File: config.mk
export PLATFORM = sky130hd
export DESIGN_NAME = truth_table_reader
export DESIGN_NICKNAME = d
export VERILOG_FILES = /design/src/ttr_pkg.sv /design/src/rec_if.sv /design/src/truth_table_reader.sv /design/src/rec_fifo.sv /design/src/crc32_byte.sv
export VERILOG_INCLUDE_DIRS = /design/src /design/src/src
export SDC_FILE = /design/constraint.sdc
export NUM_CORES = 2
export LEC_CHECK = 0
export BUFFER_PORTS_ARGS = -buffer_cell sky130_fd_sc_hd__buf_2
export CAP_MARGIN = 20
export CORE_UTILIZATION = 55
export DETAILED_ROUTE_END_ITERATION = 7
export PLACE_DENSITY_LB_ADDON = 0.3
export RECOVER_POWER = 25
export SYNTH_ARGS = -nofsm -noshare
export SYNTH_HDL_FRONTEND = slang
export SYNTH_SLANG_ARGS = --single-unit
File: constraint.sdc
create_clock -name MCLK -period 22.4 [get_ports MCLK]
set_clock_uncertainty 0.2 [all_clocks]
set_input_delay 1.12 -clock MCLK [delete_from_list [all_inputs] [get_ports MCLK]]
set_output_delay 1.12 -clock MCLK [all_outputs]
set_load 0.02 [all_outputs]
File: src/ttr_cfg.svh
// constants of the truth table reader: socket layout, defaults, timing
// assumes a 50 MHz system clock; included by bare name
`ifndef TTR_CFG_SVH
`define TTR_CFG_SVH
// socket size and limits
`define TTR_PINS        24
`define TTR_PINS_SMALL  20
`define TTR_MAX_OUT     8
`define TTR_MAX_SUPPLY  8
// default assignment, pin numbers counted from one
`define TTR_DEF_IN_LAST   11
`define TTR_DEF_GND_PIN   10
`define TTR_DEF_OUT_FIRST 12
`define TTR_DEF_OUT_LAST  19
`define TTR_DEF_VCC_PIN   20
// timing
`define TTR_CLK_HZ      50000000
`define TTR_CLK_NS      20
`define TTR_SHOW_S      5
`define TTR_LONG_MS     1000
`define TTR_SETTLE_NS   1000
// record layout: combination above the output byte, last flag on top
`define TTR_REC_W       33
`define TTR_FIFO_DEPTH  4
`define TTR_CRC_INIT    32'hFFFFFFFF
`define TTR_CRC_POLY    32'hEDB88320
`endif

File: src/ttr_pkg.sv
// types shared by the truth table reader modules
// assumes ttr_cfg.svh for all numeric constants
package ttr_pkg;
   // role of one socket pin
   typedef enum logic [2:0] {ROLE_IN, ROLE_OUT, ROLE_IGN, ROLE_GND,
                             ROLE_VCC} role_t;
   // readout sequencer states
   typedef enum logic [2:0] {ST_EDIT, ST_SHOW, ST_SETTLE, ST_STORE,
                             ST_DONE} state_t;
endpackage

File: src/rec_if.sv
// record stream between the sequencer and its fifo
// assumes both ends share one clock
`timescale 1ns/100ps
`default_nettype none
interface rec_if #(parameter int W = 33);
   logic [W-1:0] data;   // record word
   logic         valid;  // word offered
   logic         ready;  // word accepted
   modport src (output data, output valid, input ready);
   modport snk (input data, input valid, output ready);
endinterface
`default_nettype wire

File: src/truth_table_reader.sv
// truth table reader for a combinational chip in a 20/24 pin socket
// assumes keys, socket pins and straps are asynchronous to MCLK
//
// Contract
// RL1 - drive every input combination, log outputs
// RL2 - lower pin number takes lower bit
// RL3 - keep only first eight output pins
// RL4 - honour only first eight ground/supply pins
// RL5 - assignment kept until next reset
// RL6 - long start press writes records out
// RL7 - short start press only computes crc32
// RL8 - crc32 names the stored file
// RL9 - default: ten inputs, eight outputs, gnd10, vcc20
// RL10 - select plus jump toggles role group
// RL11 - jump steps role within active group
// RL12 - select moves cursor, start launches readout
// RL13 - outputs sampled as plain logic levels
// RL14 - chip under test must be combinational
// RL15 - readout only with card enabled, present
// RL16 - show configuration five seconds first
// RL17 - one byte per combination, low bits
// RL18 - pin numbers and inputs exported for table
// RL19 - ascending count, sample after settling delay
`timescale 1ns/100ps
`default_nettype none
`include "ttr_cfg.svh"
module truth_table_reader
   import ttr_pkg::*;
#(
   parameter int unsigned SHOW_CYCLES = `TTR_SHOW_S * `TTR_CLK_HZ,
   parameter int unsigned LONG_CYCLES = `TTR_LONG_MS * (`TTR_CLK_HZ / 1000),
   parameter int          FIFO_DEPTH  = `TTR_FIFO_DEPTH
) (
   // clock, reset, enable
   input  wire logic        MCLK,
   input  wire logic        RESETN,
   input  wire logic        CE,
   // configuration straps
   input  wire logic        SD_ENABLE,
   input  wire logic        SD_PRESENT,
   input  wire logic        SOCKET_24,
   // keypad, high while pressed
   input  wire logic        KEY_SELECT,
   input  wire logic        KEY_JUMP,
   input  wire logic        KEY_START,
   // socket pins, index 0 is pin 1
   input  wire logic [23:0] PIN_IN,
   output logic      [23:0] PIN_OUT,
   output logic      [23:0] PIN_OE_N,
   // editing view
   output logic             SHOW_CONFIG,
   output logic             GROUP_SUPPLY,
   output logic      [4:0]  CURSOR,
   output logic      [71:0] ROLE_MAP,
   output logic      [4:0]  IN_COUNT,
   // readout status
   output logic             BUSY,
   output logic             WRITE_MODE,
   output logic             DONE,
   output logic      [31:0] CRC,
   // record stream towards the card writer
   output logic             REC_VALID,
   output logic      [31:0] REC_DATA,
   output logic             REC_LAST,
   input  wire logic        REC_READY
);
   localparam int NP = `TTR_PINS;
   localparam int unsigned SETTLE_CYCLES =
      (`TTR_SETTLE_NS + `TTR_CLK_NS - 1) / `TTR_CLK_NS;

   role_t        role [NP];        // pin roles
   state_t       state;            // sequencer state
   logic [23:0]  pin_meta;         // pin synchroniser, first stage
   logic [23:0]  pin_sync;         // pin synchroniser, second stage
   logic [5:0]   strap_meta;       // straps and keys, first stage
   logic [5:0]   strap_sync;       // straps and keys, second stage
   logic [2:0]   key_prev;         // keys one cycle back
   logic         sel_rise;         // select pressed
   logic         jmp_rise;         // jump pressed
   logic         start_fall;       // start released
   logic         card_ok;          // card support usable
   logic         sock24;           // large socket selected
   logic [31:0]  press_cnt;        // start key hold time
   logic [31:0]  tmr;              // show and settle timer
   logic [23:0]  combo;            // current input combination
   logic [23:0]  last_combo;       // final combination
   logic [7:0]   out_word;         // captured output byte
   logic [7:0]   next_out;         // output byte from the pins
   logic [4:0]   in_rank  [NP];    // input bit of each pin
   logic [4:0]   out_rank [NP];    // output bit of each pin
   logic [4:0]   gnd_rank [NP];    // ground order of each pin
   logic [4:0]   vcc_rank [NP];    // supply order of each pin
   logic [4:0]   n_in;             // number of inputs
   logic [4:0]   npins;            // pins in the socket
   logic         advance;          // record taken, move on
   logic         crc_clear;        // restart crc
   rec_if #(.W(`TTR_REC_W)) push (); // record into the fifo

   // next role within the active group, foreign roles enter it
   function automatic role_t next_role(input role_t r, input logic supply);
      if (supply)
         next_role = (r == ROLE_GND) ? ROLE_VCC : ROLE_GND; // RL11
      else if (r == ROLE_IN)
         next_role = ROLE_OUT; // RL11
      else if (r == ROLE_OUT)
         next_role = ROLE_IGN; // RL11
      else
         next_role = ROLE_IN; // RL11
   endfunction

   // two-stage synchronisers for socket pins, straps and keys
   always_ff @(posedge MCLK or negedge RESETN)
   begin
      if (!RESETN)
      begin
         pin_meta   <= 24'h000000;
         pin_sync   <= 24'h000000;
         strap_meta <= 6'h00;
         strap_sync <= 6'h00;
      end
      else if (CE)
      begin
         pin_meta   <= PIN_IN;
         pin_sync   <= pin_meta;
         strap_meta <= {SOCKET_24, SD_PRESENT, SD_ENABLE,
                        KEY_START, KEY_JUMP, KEY_SELECT};
         strap_sync <= strap_meta;
      end
   end

   // key history for edge detection
   always_ff @(posedge MCLK or negedge RESETN)
   begin
      if (!RESETN)
         key_prev <= 3'h0;
      else if (CE)
         key_prev <= strap_sync[2:0];
   end

   assign sel_rise   = strap_sync[0] && !key_prev[0];
   assign jmp_rise   = strap_sync[1] && !key_prev[1];
   assign start_fall = !strap_sync[2] && key_prev[2];
   assign card_ok    = strap_sync[3] && strap_sync[4]; // RL15
   assign sock24     = strap_sync[5];
   assign npins      = sock24 ? 5'(`TTR_PINS) : 5'(`TTR_PINS_SMALL);

   // rank of each pin among pins of its role, in pin number order
   always_comb
   begin
      logic [4:0] ci;
      logic [4:0] co;
      logic [4:0] cg;
      logic [4:0] cv;
      ci = 5'h00;
      co = 5'h00;
      cg = 5'h00;
      cv = 5'h00;
      for (int i = 0; i < NP; i++)
      begin
         in_rank[i]  = ci;
         out_rank[i] = co;
         gnd_rank[i] = cg;
         vcc_rank[i] = cv;
         if (i < `TTR_PINS_SMALL || sock24)
         begin
            if (role[i] == ROLE_IN)
               ci = ci + 5'h01; // RL2
            if (role[i] == ROLE_OUT)
               co = co + 5'h01; // RL2
            if (role[i] == ROLE_GND)
               cg = cg + 5'h01; // RL4
            if (role[i] == ROLE_VCC)
               cv = cv + 5'h01; // RL4
         end
      end
      n_in = ci;
   end

   // largest combination for the number of inputs
   assign last_combo = ~(24'hFFFFFF << n_in); // RL1

   // output byte from the sampled pins, extra outputs dropped
   always_comb
   begin
      next_out = 8'h00;
      for (int i = 0; i < NP; i++)
         if ((i < `TTR_PINS_SMALL || sock24) && role[i] == ROLE_OUT
             && out_rank[i] < 5'(`TTR_MAX_OUT))
            next_out[out_rank[i][2:0]] = pin_sync[i]; // RL3 RL13
   end

   // pin roles: default at reset, edited only while idle
   always_ff @(posedge MCLK or negedge RESETN)
   begin
      if (!RESETN)
      begin
         for (int i = 0; i < NP; i++)
            if (i + 1 == `TTR_DEF_GND_PIN)
               role[i] <= ROLE_GND; // RL9
            else if (i + 1 == `TTR_DEF_VCC_PIN)
               role[i] <= ROLE_VCC; // RL9
            else if (i + 1 >= `TTR_DEF_OUT_FIRST
                     && i + 1 <= `TTR_DEF_OUT_LAST)
               role[i] <= ROLE_OUT; // RL9
            else if (i + 1 <= `TTR_DEF_IN_LAST)
               role[i] <= ROLE_IN; // RL9
            else
               role[i] <= ROLE_IGN;
      end
      else if (CE && state == ST_EDIT && jmp_rise && !strap_sync[0])
         role[CURSOR] <= next_role(role[CURSOR], GROUP_SUPPLY); // RL5 RL11
   end

   // group toggle and cursor movement
   always_ff @(posedge MCLK or negedge RESETN)
   begin
      if (!RESETN)
      begin
         GROUP_SUPPLY <= 1'b0;
         CURSOR       <= 5'h00;
      end
      else if (CE && state == ST_EDIT)
      begin
         if ((sel_rise || jmp_rise) && strap_sync[0] && strap_sync[1])
            GROUP_SUPPLY <= !GROUP_SUPPLY; // RL10
         else if (sel_rise)
            CURSOR <= (CURSOR + 5'h01 >= npins) ? 5'h00
                                                : CURSOR + 5'h01; // RL12
         else if (CURSOR >= npins)
            CURSOR <= 5'h00; // socket shrank under the cursor
      end
   end

   // start key hold time, saturating
   always_ff @(posedge MCLK or negedge RESETN)
   begin
      if (!RESETN)
         press_cnt <= 32'h00000000;
      else if (CE)
      begin
         if (!strap_sync[2])
            press_cnt <= 32'h00000000;
         else if (press_cnt < LONG_CYCLES)
            press_cnt <= press_cnt + 32'h00000001;
      end
   end

   assign advance   = (state == ST_STORE) && (!WRITE_MODE || push.ready);
   assign crc_clear = (state == ST_SHOW);

   // readout sequencer
   always_ff @(posedge MCLK or negedge RESETN)
   begin
      if (!RESETN)
      begin
         state      <= ST_EDIT;
         WRITE_MODE <= 1'b0;
         tmr        <= 32'h00000000;
         combo      <= 24'h000000;
         out_word   <= 8'h00;
      end
      else if (CE)
      begin
         case (state)
            ST_EDIT:
            begin
               tmr   <= 32'h00000000;
               combo <= 24'h000000;
               if (start_fall && card_ok) // RL12 RL15
               begin
                  WRITE_MODE <= (press_cnt >= LONG_CYCLES); // RL6 RL7
                  state      <= ST_SHOW;
               end
            end
            ST_SHOW:
            begin
               if (tmr >= SHOW_CYCLES - 1) // RL16
               begin
                  tmr   <= 32'h00000000;
                  state <= ST_SETTLE;
               end
               else
                  tmr <= tmr + 32'h00000001;
            end
            ST_SETTLE:
            begin
               if (tmr >= SETTLE_CYCLES - 1) // RL19
               begin
                  out_word <= next_out; // RL13
                  state    <= ST_STORE;
               end
               else
                  tmr <= tmr + 32'h00000001;
            end
            ST_STORE:
            begin
               if (advance)
               begin
                  tmr <= 32'h00000000;
                  if (combo == last_combo)
                     state <= ST_DONE; // RL1
                  else
                  begin
                     combo <= combo + 24'h000001; // RL19
                     state <= ST_SETTLE;
                  end
               end
            end
            ST_DONE:
               state <= ST_EDIT;
            default:
               state <= ST_EDIT;
         endcase
      end
   end

   // socket drive: inputs from the count, first eight supplies
   always_ff @(posedge MCLK or negedge RESETN)
   begin
      if (!RESETN)
      begin
         PIN_OUT  <= 24'h000000;
         PIN_OE_N <= 24'hFFFFFF;
      end
      else if (CE)
      begin
         for (int i = 0; i < NP; i++)
         begin
            PIN_OUT[i]  <= 1'b0;
            PIN_OE_N[i] <= 1'b1;
            if (state != ST_EDIT && state != ST_DONE
                && (i < `TTR_PINS_SMALL || sock24))
            begin
               if (role[i] == ROLE_IN)
               begin
                  PIN_OUT[i]  <= combo[in_rank[i]]; // RL2
                  PIN_OE_N[i] <= 1'b0;
               end
               else if (role[i] == ROLE_GND
                        && gnd_rank[i] < 5'(`TTR_MAX_SUPPLY))
                  PIN_OE_N[i] <= 1'b0; // RL4
               else if (role[i] == ROLE_VCC
                        && vcc_rank[i] < 5'(`TTR_MAX_SUPPLY))
               begin
                  PIN_OUT[i]  <= 1'b1; // RL4
                  PIN_OE_N[i] <= 1'b0;
               end
            end
         end
      end
   end

   // done pulse at the end of a readout
   always_ff @(posedge MCLK or negedge RESETN)
   begin
      if (!RESETN)
         DONE <= 1'b0;
      else if (CE)
         DONE <= (state == ST_DONE);
   end

   // crc over every output byte, in both modes
   crc32_byte u_crc (
      .clk   (MCLK),
      .rst_n (RESETN),
      .ce    (CE),
      .clear (crc_clear),
      .en    (advance),  // RL7
      .data  (out_word), // RL17
      .crc   (CRC)       // RL8
   );

   // records go out only when a file is written
   assign push.valid = (state == ST_STORE) && WRITE_MODE; // RL6 RL7
   assign push.data  = {combo == last_combo, combo, out_word}; // RL17 RL18

   // record buffer; a stalled drain stalls the scan
   rec_fifo #(
      .WIDTH (`TTR_REC_W),
      .DEPTH (FIFO_DEPTH)
   ) u_fifo (
      .clk      (MCLK),
      .rst_n    (RESETN),
      .ce       (CE),
      .wr       (push),
      .rd_valid (REC_VALID),
      .rd_data  ({REC_LAST, REC_DATA}),
      .rd_ready (REC_READY)
   );

   // role map for the display and the table header
   generate
      for (genvar g = 0; g < NP; g++)
      begin : g_map
         assign ROLE_MAP[3*g +: 3] = role[g]; // RL18
      end
   endgenerate

   assign IN_COUNT    = n_in;
   assign SHOW_CONFIG = (state == ST_SHOW); // RL16
   assign BUSY        = (state != ST_EDIT);
endmodule
`default_nettype wire

File: src/rec_fifo.sv
// small first-in first-out buffer for readout records
// assumes one clock; pop side handshake comes from the same domain
`timescale 1ns/100ps
`default_nettype none
module rec_fifo #(
   parameter int WIDTH = 33,
   parameter int DEPTH = 4
) (
   // clock and reset
   input  wire logic             clk,
   input  wire logic             rst_n,
   input  wire logic             ce,
   // fill side
   rec_if.snk                    wr,
   // drain side
   output logic                  rd_valid,
   output logic [WIDTH-1:0]      rd_data,
   input  wire logic             rd_ready
);
   localparam int AW = $clog2(DEPTH);
   logic [WIDTH-1:0] mem [DEPTH];   // storage
   logic [AW:0]      wptr;          // write pointer with wrap bit
   logic [AW:0]      rptr;          // read pointer with wrap bit
   logic             full;          // no room left
   logic             empty;         // nothing held
   logic             do_wr;         // word enters
   logic             do_rd;         // word leaves

   assign empty    = (wptr == rptr);
   assign full     = (wptr[AW] != rptr[AW]) && (wptr[AW-1:0] == rptr[AW-1:0]);
   assign wr.ready = !full;
   assign rd_valid = !empty;
   assign rd_data  = mem[rptr[AW-1:0]];
   assign do_wr    = ce && wr.valid && !full;
   assign do_rd    = ce && rd_ready && !empty;

   // storage write, no reset needed for the data
   always_ff @(posedge clk)
   begin
      if (do_wr)
         mem[wptr[AW-1:0]] <= wr.data;
   end

   // pointer update
   always_ff @(posedge clk or negedge rst_n)
   begin
      if (!rst_n)
      begin
         wptr <= '0;
         rptr <= '0;
      end
      else
      begin
         if (do_wr)
            wptr <= wptr + 1'b1;
         if (do_rd)
            rptr <= rptr + 1'b1;
      end
   end
endmodule
`default_nettype wire

File: src/crc32_byte.sv
// reflected crc32 over a byte stream, one byte per enabled cycle
// assumes the caller clears it before a new stream
`timescale 1ns/100ps
`default_nettype none
`include "ttr_cfg.svh"
module crc32_byte (
   // clock and reset
   input  wire logic        clk,
   input  wire logic        rst_n,
   input  wire logic        ce,
   // control and data
   input  wire logic        clear,
   input  wire logic        en,
   input  wire logic [7:0]  data,
   // result, final inversion applied
   output logic [31:0]      crc
);
   logic [31:0] acc;        // running remainder
   logic [31:0] next_acc;   // remainder after this byte

   // eight shift steps of the reflected polynomial
   always_comb
   begin
      next_acc = acc ^ {24'h000000, data};
      for (int b = 0; b < 8; b++)
         next_acc = next_acc[0] ? ((next_acc >> 1) ^ `TTR_CRC_POLY)
                                : (next_acc >> 1);
   end

   // remainder register
   always_ff @(posedge clk or negedge rst_n)
   begin
      if (!rst_n)
         acc <= `TTR_CRC_INIT;
      else if (ce && clear)
         acc <= `TTR_CRC_INIT;
      else if (ce && en)
         acc <= next_acc;
   end

   assign crc = ~acc;
endmodule
`default_nettype wire

* Word-level counts from Yosys, hierarchy flattened
Memory sizes are Yosys's and may differ from the RTL's.
Cells that the tools add are included.
Widths: inputs -> output; s select.
** Word-level totals
- Input bits :: 34
- Memories kept :: 1
- Output and inout bits :: 201
- Flip-flop bits (word level) :: 328
- RAM bits :: 132
- Word-level logic and storage cells :: 1035
** Memories
- u_fifo.mem :: words 4, bits a word 33, read ports 1, clocked after Yosys merged registers in 0, wr ports 1, RTL line rec_fifo.sv:21 : logic [WIDTH-1:0] mem [DEPTH];
** Operators by class
- Multiplexer cells :: 479
- Bitwise logic cells :: 13
- $lt $le $gt $ge :: 146
- Shift-type cells :: 1
- Reductions and logical operators :: 167
- $add $sub $neg :: 95
- Eq/ne operators :: 90
** Operators by type and width (count)
- $mux 5 :: 105
- $mux 32 :: 15
- $add 5x1->5 const B :: 90
- $lt 5x4->1 const B :: 66
- $mux 1 :: 245
- $bwmux 8 :: 23
- $mux 8 :: 23
- $lt 5x6->1 const B :: 22
- $pmux 32 s4 :: 1
- $logic_and 1x1->1 :: 118
- $bmux 1 s5 :: 23
- $not 13->14 :: 8
- $lt 3x4->1 const B :: 22
- $eq 3x2->1 const B :: 27
- $eq 3x1->1 const B :: 26
- $logic_not 3->1 :: 26
- $eq 3x3->1 const B :: 25
- $bwmux 72 :: 1
- $demux 1 s3 :: 23
- $ge 3x1->1 const B :: 22
- $add 32x1->32 const B :: 2
- $mux 24 :: 2
- $pmux 24 s2 :: 1
- $mux 3 :: 11
- other kinds (39) :: 64

* Longest topological paths before layout
- Word-level depth :: 58
- Mapped depth :: 100
- Gate-level depth less buffers :: 88

* Hierarchy
Synthesis repeated with hierarchy kept, for this count alone.
** Second synthesis, totals
- Cells, all modules :: 4451
- Area total of the unflattened synthesis :: 40951.8 µm²
** By module, submodules not included
- truth_table_reader :: instances 1, cells an instance 4040, sequential area each 7305.8 µm², area an instance 33359.5 µm²
- rec_fifo :: instances 1, cells an instance 214, sequential area each 4113.9 µm², area an instance 5243.8 µm²
- crc32_byte :: instances 1, cells an instance 197, sequential area each 840.8 µm², area an instance 2348.5 µm²

* Worst setup path before layout
Ideal clock, no wire load.
- Path type :: reg-to-reg
- Start :: register role, in the netlist ROLE_MAP[1]
- End :: register combo[11]
- Setup time :: 0.132 ns
- Stages on the path, launching flop included :: 100
- Required time :: 22.068 ns
- Clock period less this slack :: 22.206 ns
- Arrival time :: 21.874 ns
- Path buffers :: 12
- Slack :: 0.194 ns
- Path through :: dfrtp_1 -> or3_1 -> ha_1 -> xnor2_1 -> inv_1 -> ha_1 -> or4_1 -> o31a_1 -> ha_1 -> mux2i_1 -> inv_1 -> ha_1 -> nor4b_1 -> a31oi_1 -> o21ai_1 -> ha_1 -> nand2_1 -> o21a_1 -> [64 not listed] -> nand2_1 -> o21a_1 -> clkbuf_1 -> inv_1 -> ha_1 -> xor2_1 -> a32oi_1 -> nor3_1 -> mux2i_1 -> o211ai_1 -> nor2_1 -> or4b_2 -> a22oi_2 -> o211a_4 -> nand4b_4 -> buf_6 -> xor2_1 -> nor2_1
** On the way
- Word-level cells in the longest chain between the ends :: 57
** RTL lines
- from (decl) :: RTL line truth_table_reader.sv:71 : role_t role [NP];
- from (signal, indexed assignment) :: RTL line truth_table_reader.sv:211 : role[CURSOR] <= next_role(role[CURSOR], GROUP_SUPPLY);
- $logic_not 3->1 (*) :: RTL line truth_table_reader.sv:166 : if (role[i] == ROLE_IN)
- $mux 1 (*) :: RTL line truth_table_reader.sv:166
- $add 5x1->5 :: RTL line truth_table_reader.sv:167 : ci = ci + 5'h01;
- $mux 5 (*) :: RTL line truth_table_reader.sv:166
- $add 5x1->5 :: RTL line truth_table_reader.sv:167
- $mux 5 (*) :: RTL line truth_table_reader.sv:166
- $add 5x1->5 :: RTL line truth_table_reader.sv:167
- $mux 5 (*) :: RTL line truth_table_reader.sv:166
- [41 not listed]
- $add 5x1->5 :: RTL line truth_table_reader.sv:167
- $mux 5 :: RTL line truth_table_reader.sv:166
- $mux 5 (*) :: RTL line truth_table_reader.sv:164 : if (i < `TTR_PINS_SMALL || sock24)
- $shl 24x5->24 (*) :: RTL line truth_table_reader.sv:180 : assign last_combo = ~(24'hFFFFFF << n_in);
- $not 24->24 (*) :: RTL line truth_table_reader.sv:180
- $eq 24x24->1 (*) :: RTL line truth_table_reader.sv:300 : if (combo == last_combo)
- $ne 2x2->1 (no line) (*)
- $reduce_and 4->1 (no line) (*)
- to (signal assigned) :: RTL line truth_table_reader.sv:304 : combo <= combo + 24'h000001;
- to (decl) :: RTL line truth_table_reader.sv:85 : logic [23:0] combo;
Mark *: on every way between the ends. The rest lies on a longest branch, timed or not.
A chain may end at the register's enable or synchronous reset.

* Final worst setup path
- Start :: register role, in the netlist ROLE_MAP[1]
- End :: register combo[23]
Same word-level chain as after synthesis.

==> run_results.csv <==
group,metric,value,unit
timing,slew_headroom,-2.44,
critical_path,arrival,21.66,ns
synth,synthSimpleGateAreaFrac,0.213,
cells_and_area,fin_area,44600,µm²
critical_path,cp-end-kind,"flop",
timing,holdWs,0.277,ns
cts,clkTransAtPathRegs,0.07,ns
routing,dr.first_iter.drc_count,4139,
timing,final_max_slew_viol_count,605,
floorplan,pin_count,235,
cts,cts_tree,"yes",
synth,synth-main-ff-cell,"dfrtp_1",
cts,htree_levels,2,
cts,cts_buffer_depth,3,
grt,overflow,0,
synth,ys_seq_area_frac,0.301,
critical_path,required,22.72,ns
routing,drc,25,
routing,wl_per_cell,22.4,µm
place,portBuffers,234,
grt,grt_pass1_vias,34600,
floorplan,die_w,274,µm
timing,hold_viol_final,0,
place,post-place-cells,5564,
critical_path,crit_type,"flop to flop",
synth,netlist_top_cells_area,"dfrtp_1, edfxtp_1, xnor2_1",
routing,vias_per_cell,6.55,
routing,vias,37100,
synth,synth_top_area_frac,0.158,
cts,clockRootBuffer,"clkbuf_16",
timing,fmaxAchievable,46.9,MHz
cells_and_area,drive_gt1_frac,0.179,
synth,syn_inst,4540,
critical_path,cp_common_cell,"ha_1",
synth,synth_adder_area_share,0.0339,
floorplan,dieArea,75100,µm²
routing,wirelength,127000,µm
timing,setup_violations,0,
synth,postSynthAreaPerCell,8.97,µm²
grt,antenna_found_initial,0,
synth,synthMuxAreaShare,0.121,
synth,synth-edff-count,132,
cells_and_area,nets,4806,
cells_and_area,antenna_cells,0,
critical_path,max_stage_delay,0.63,ns
synth,synth_top_family_by_area,"simple AND/OR/NAND/NOR gates",
synth,ys_ff_latch,460,
cells_and_area,fin_cells,5666,
cts,cts_sinks,460,
routing,ant_nets,0,
outcome,status,"complete, but fails checks",
timing,fin_crit_sh,0.953,
worst_hold_path,hold_path_class,"flop to flop",
synth,syn-num-nets,4683,
place,dp_hpwl,90600,µm
critical_path,start_kind,"flop",
place,gp_congestion,0.996,
synth,synth-compound-area-share,0.154,
synth,yosysWarnings,0,
synth,synth_xor_area_frac,0.136,
place,placed_area,42900,µm²
routing,dr.pass1.iters,8,
floorplan,die_h,274,µm
grt,grt_max_degree,98,
critical_path,worstPathMaxFanout,25,
cts,cts-buffers-inserted,52,
timing,tightest_slew,5.16,ns
synth,netlist_area,40700,µm²
synth,ys_types,110,
critical_path,crit_slowest_cell,"or4b_2",
synth,synthArstFlopShare,0.713,
timing,fin_crit,21.34,ns
floorplan,core_area,73100,µm²
grt,track_usage,0.332,
cells_and_area,syn2layout_area_growth,9.68,%
floorplan,start_util,0.557,
synth,synth_top_area_cell,"dfrtp_1",
grt,grt_pass1_wl,197000,µm
floorplan,row_count,99,
cts,clk_latency,0.63,ns
outcome,violations,"DRC, capacitance limit, slew limit",
flow_run,max-cap-violations,16,
[cell families after synthesis]
family	Yosys count
AO/OA/AOI/OAI	955
XOR/XNOR	510
adder cells (fa/ha/maj)	110
buffers and inverters	432
flip-flops	460
multiplexers	340
AND/OR/NAND/NOR	1733
[flip-flops by register name, indices dropped and copies added, names as in the netlist, 24 cells and up]
signal	count
combo	24
ROLE_MAP	72
pin_meta	24
pin_sync	24
u_fifo.mem	132
tmr	32
PIN_OE_N	24
u_crc.acc	32
press_cnt	32
PIN_OUT	24
[worst paths after layout]
path | startpoint | endpoint | slack (ns) | depth (start not counted)
worst min-delay path | PIN_OUT[4] | PIN_OUT[4] | 0.28 | 1
worst max register to register | ROLE_MAP[1] | combo[23] | 1.06 | 89
max in group asynchronous | RESETN | PIN_OUT[5] | 14.99 | 2
worst max-delay path | ROLE_MAP[1] | combo[23] | 1.06 | 89
worst min register to register | PIN_OUT[4] | PIN_OUT[4] | 0.28 | 1
min in group asynchronous | RESETN | u_fifo.rptr[0] | 2.15 | 1
[Yosys cell counts, types with 106 or more instances]
library cell	count
a21oi_1	192
clkbuf_1	227
dfrtp_1	257
edfxtp_1	132
ha_1	108
inv_1	153
mux2_2	126
mux2i_1	106
mux4_2	106
nand2_1	558
nand3_1	139
nor2_1	349
nor3_1	162
o21ai_0	253
xnor2_1	309
xor2_1	122
[layout by cell type (no fill, tap or decap), types with 23 or more instances in the layout]
| cell type | instances |
|---|---|
| o211ai_1 | 57 |
| ha_1 | 108 |
| nor4_1 | 45 |
| xnor2_1 | 307 |
| xnor3_1 | 56 |
| a211oi_1 | 47 |
| nand2b_1 | 24 |
| mux2_2 | 126 |
| clkbuf_16 | 52 |
| nor3_1 | 161 |
| dfstp_2 | 71 |
| nand2_1 | 556 |
| xor2_1 | 120 |
| and3_1 | 53 |
| nor2_1 | 348 |
| a21oi_1 | 190 |
| or3b_2 | 23 |
| mux4_2 | 106 |
| clkbuf_1 | 24 |
| nor3b_1 | 43 |
| buf_4 | 90 |
| mux2i_1 | 105 |
| a31oi_1 | 55 |
| buf_2 | 232 |
| o22ai_1 | 31 |
| nor2b_1 | 29 |
| inv_1 | 153 |
| dfrtp_1 | 255 |
| o21ai_0 | 253 |
| nand4_1 | 68 |
| nand3_1 | 139 |
| or3_1 | 50 |
| edfxtp_1 | 132 |
| nand3b_1 | 23 |
| and2_1 | 51 |
[timing repair]
action / CTS / global route
setup endpoints to repair: 33 / 42
buffers inserted: 0 / 1
hold buffers: 0 / 0
pin swaps: 0 / 1
hold endpoints to repair: 0 / 0
resized for setup: 4 / 18
[layer usage]
layer	up-vias	routed length, µm	GRT usage
li1	16900	-	-
met1	17800	52400	0.458
met2	1966	55700	0.515
met3	407	12800	0.0592
met4	0	6220	0.139
met5	-	0	0
[critical path, delay by kind of cell, from the launching register on]
kind / cells / cell delay [ns]
buffers and inverters: 14 / 2.06
AND/OR/NAND/NOR: 23 / 5.01
XOR/XNOR: 2 / 0.68
multiplexers: 3 / 0.51
AO/OA/AOI/OAI: 26 / 5.68
adder cells (fa/ha/maj): 21 / 6.53
flip-flops: 1 / 0.45
[layout make-up]
type | instances | area (µm²)
Clock inverter | 34 | 375
Sequential cell | 460 | 12300
Tap cell | 959 | 1200
Fill cell | 6287 | 28400
Timing Repair Buffer | 341 | 1930
Multi-Input combinational cell | 3648 | 26900
Inverter | 160 | 601
Clock buffer | 64 | 1380
[through the flow]
stage	TNS, ns	utilization	setup slack, ns
floorplan	0	-	0.194
global route	-0.284	0.611	-0.0688
detailed placement	-8.84	0.586	-0.487
CTS	0	0.611	0.123
global placement	0	0.586	0.235
finish	0	0.611	1.06
Power is not shown: default switching activity piles up to over one toggle a cycle in this logic, so the estimate is an artifact.
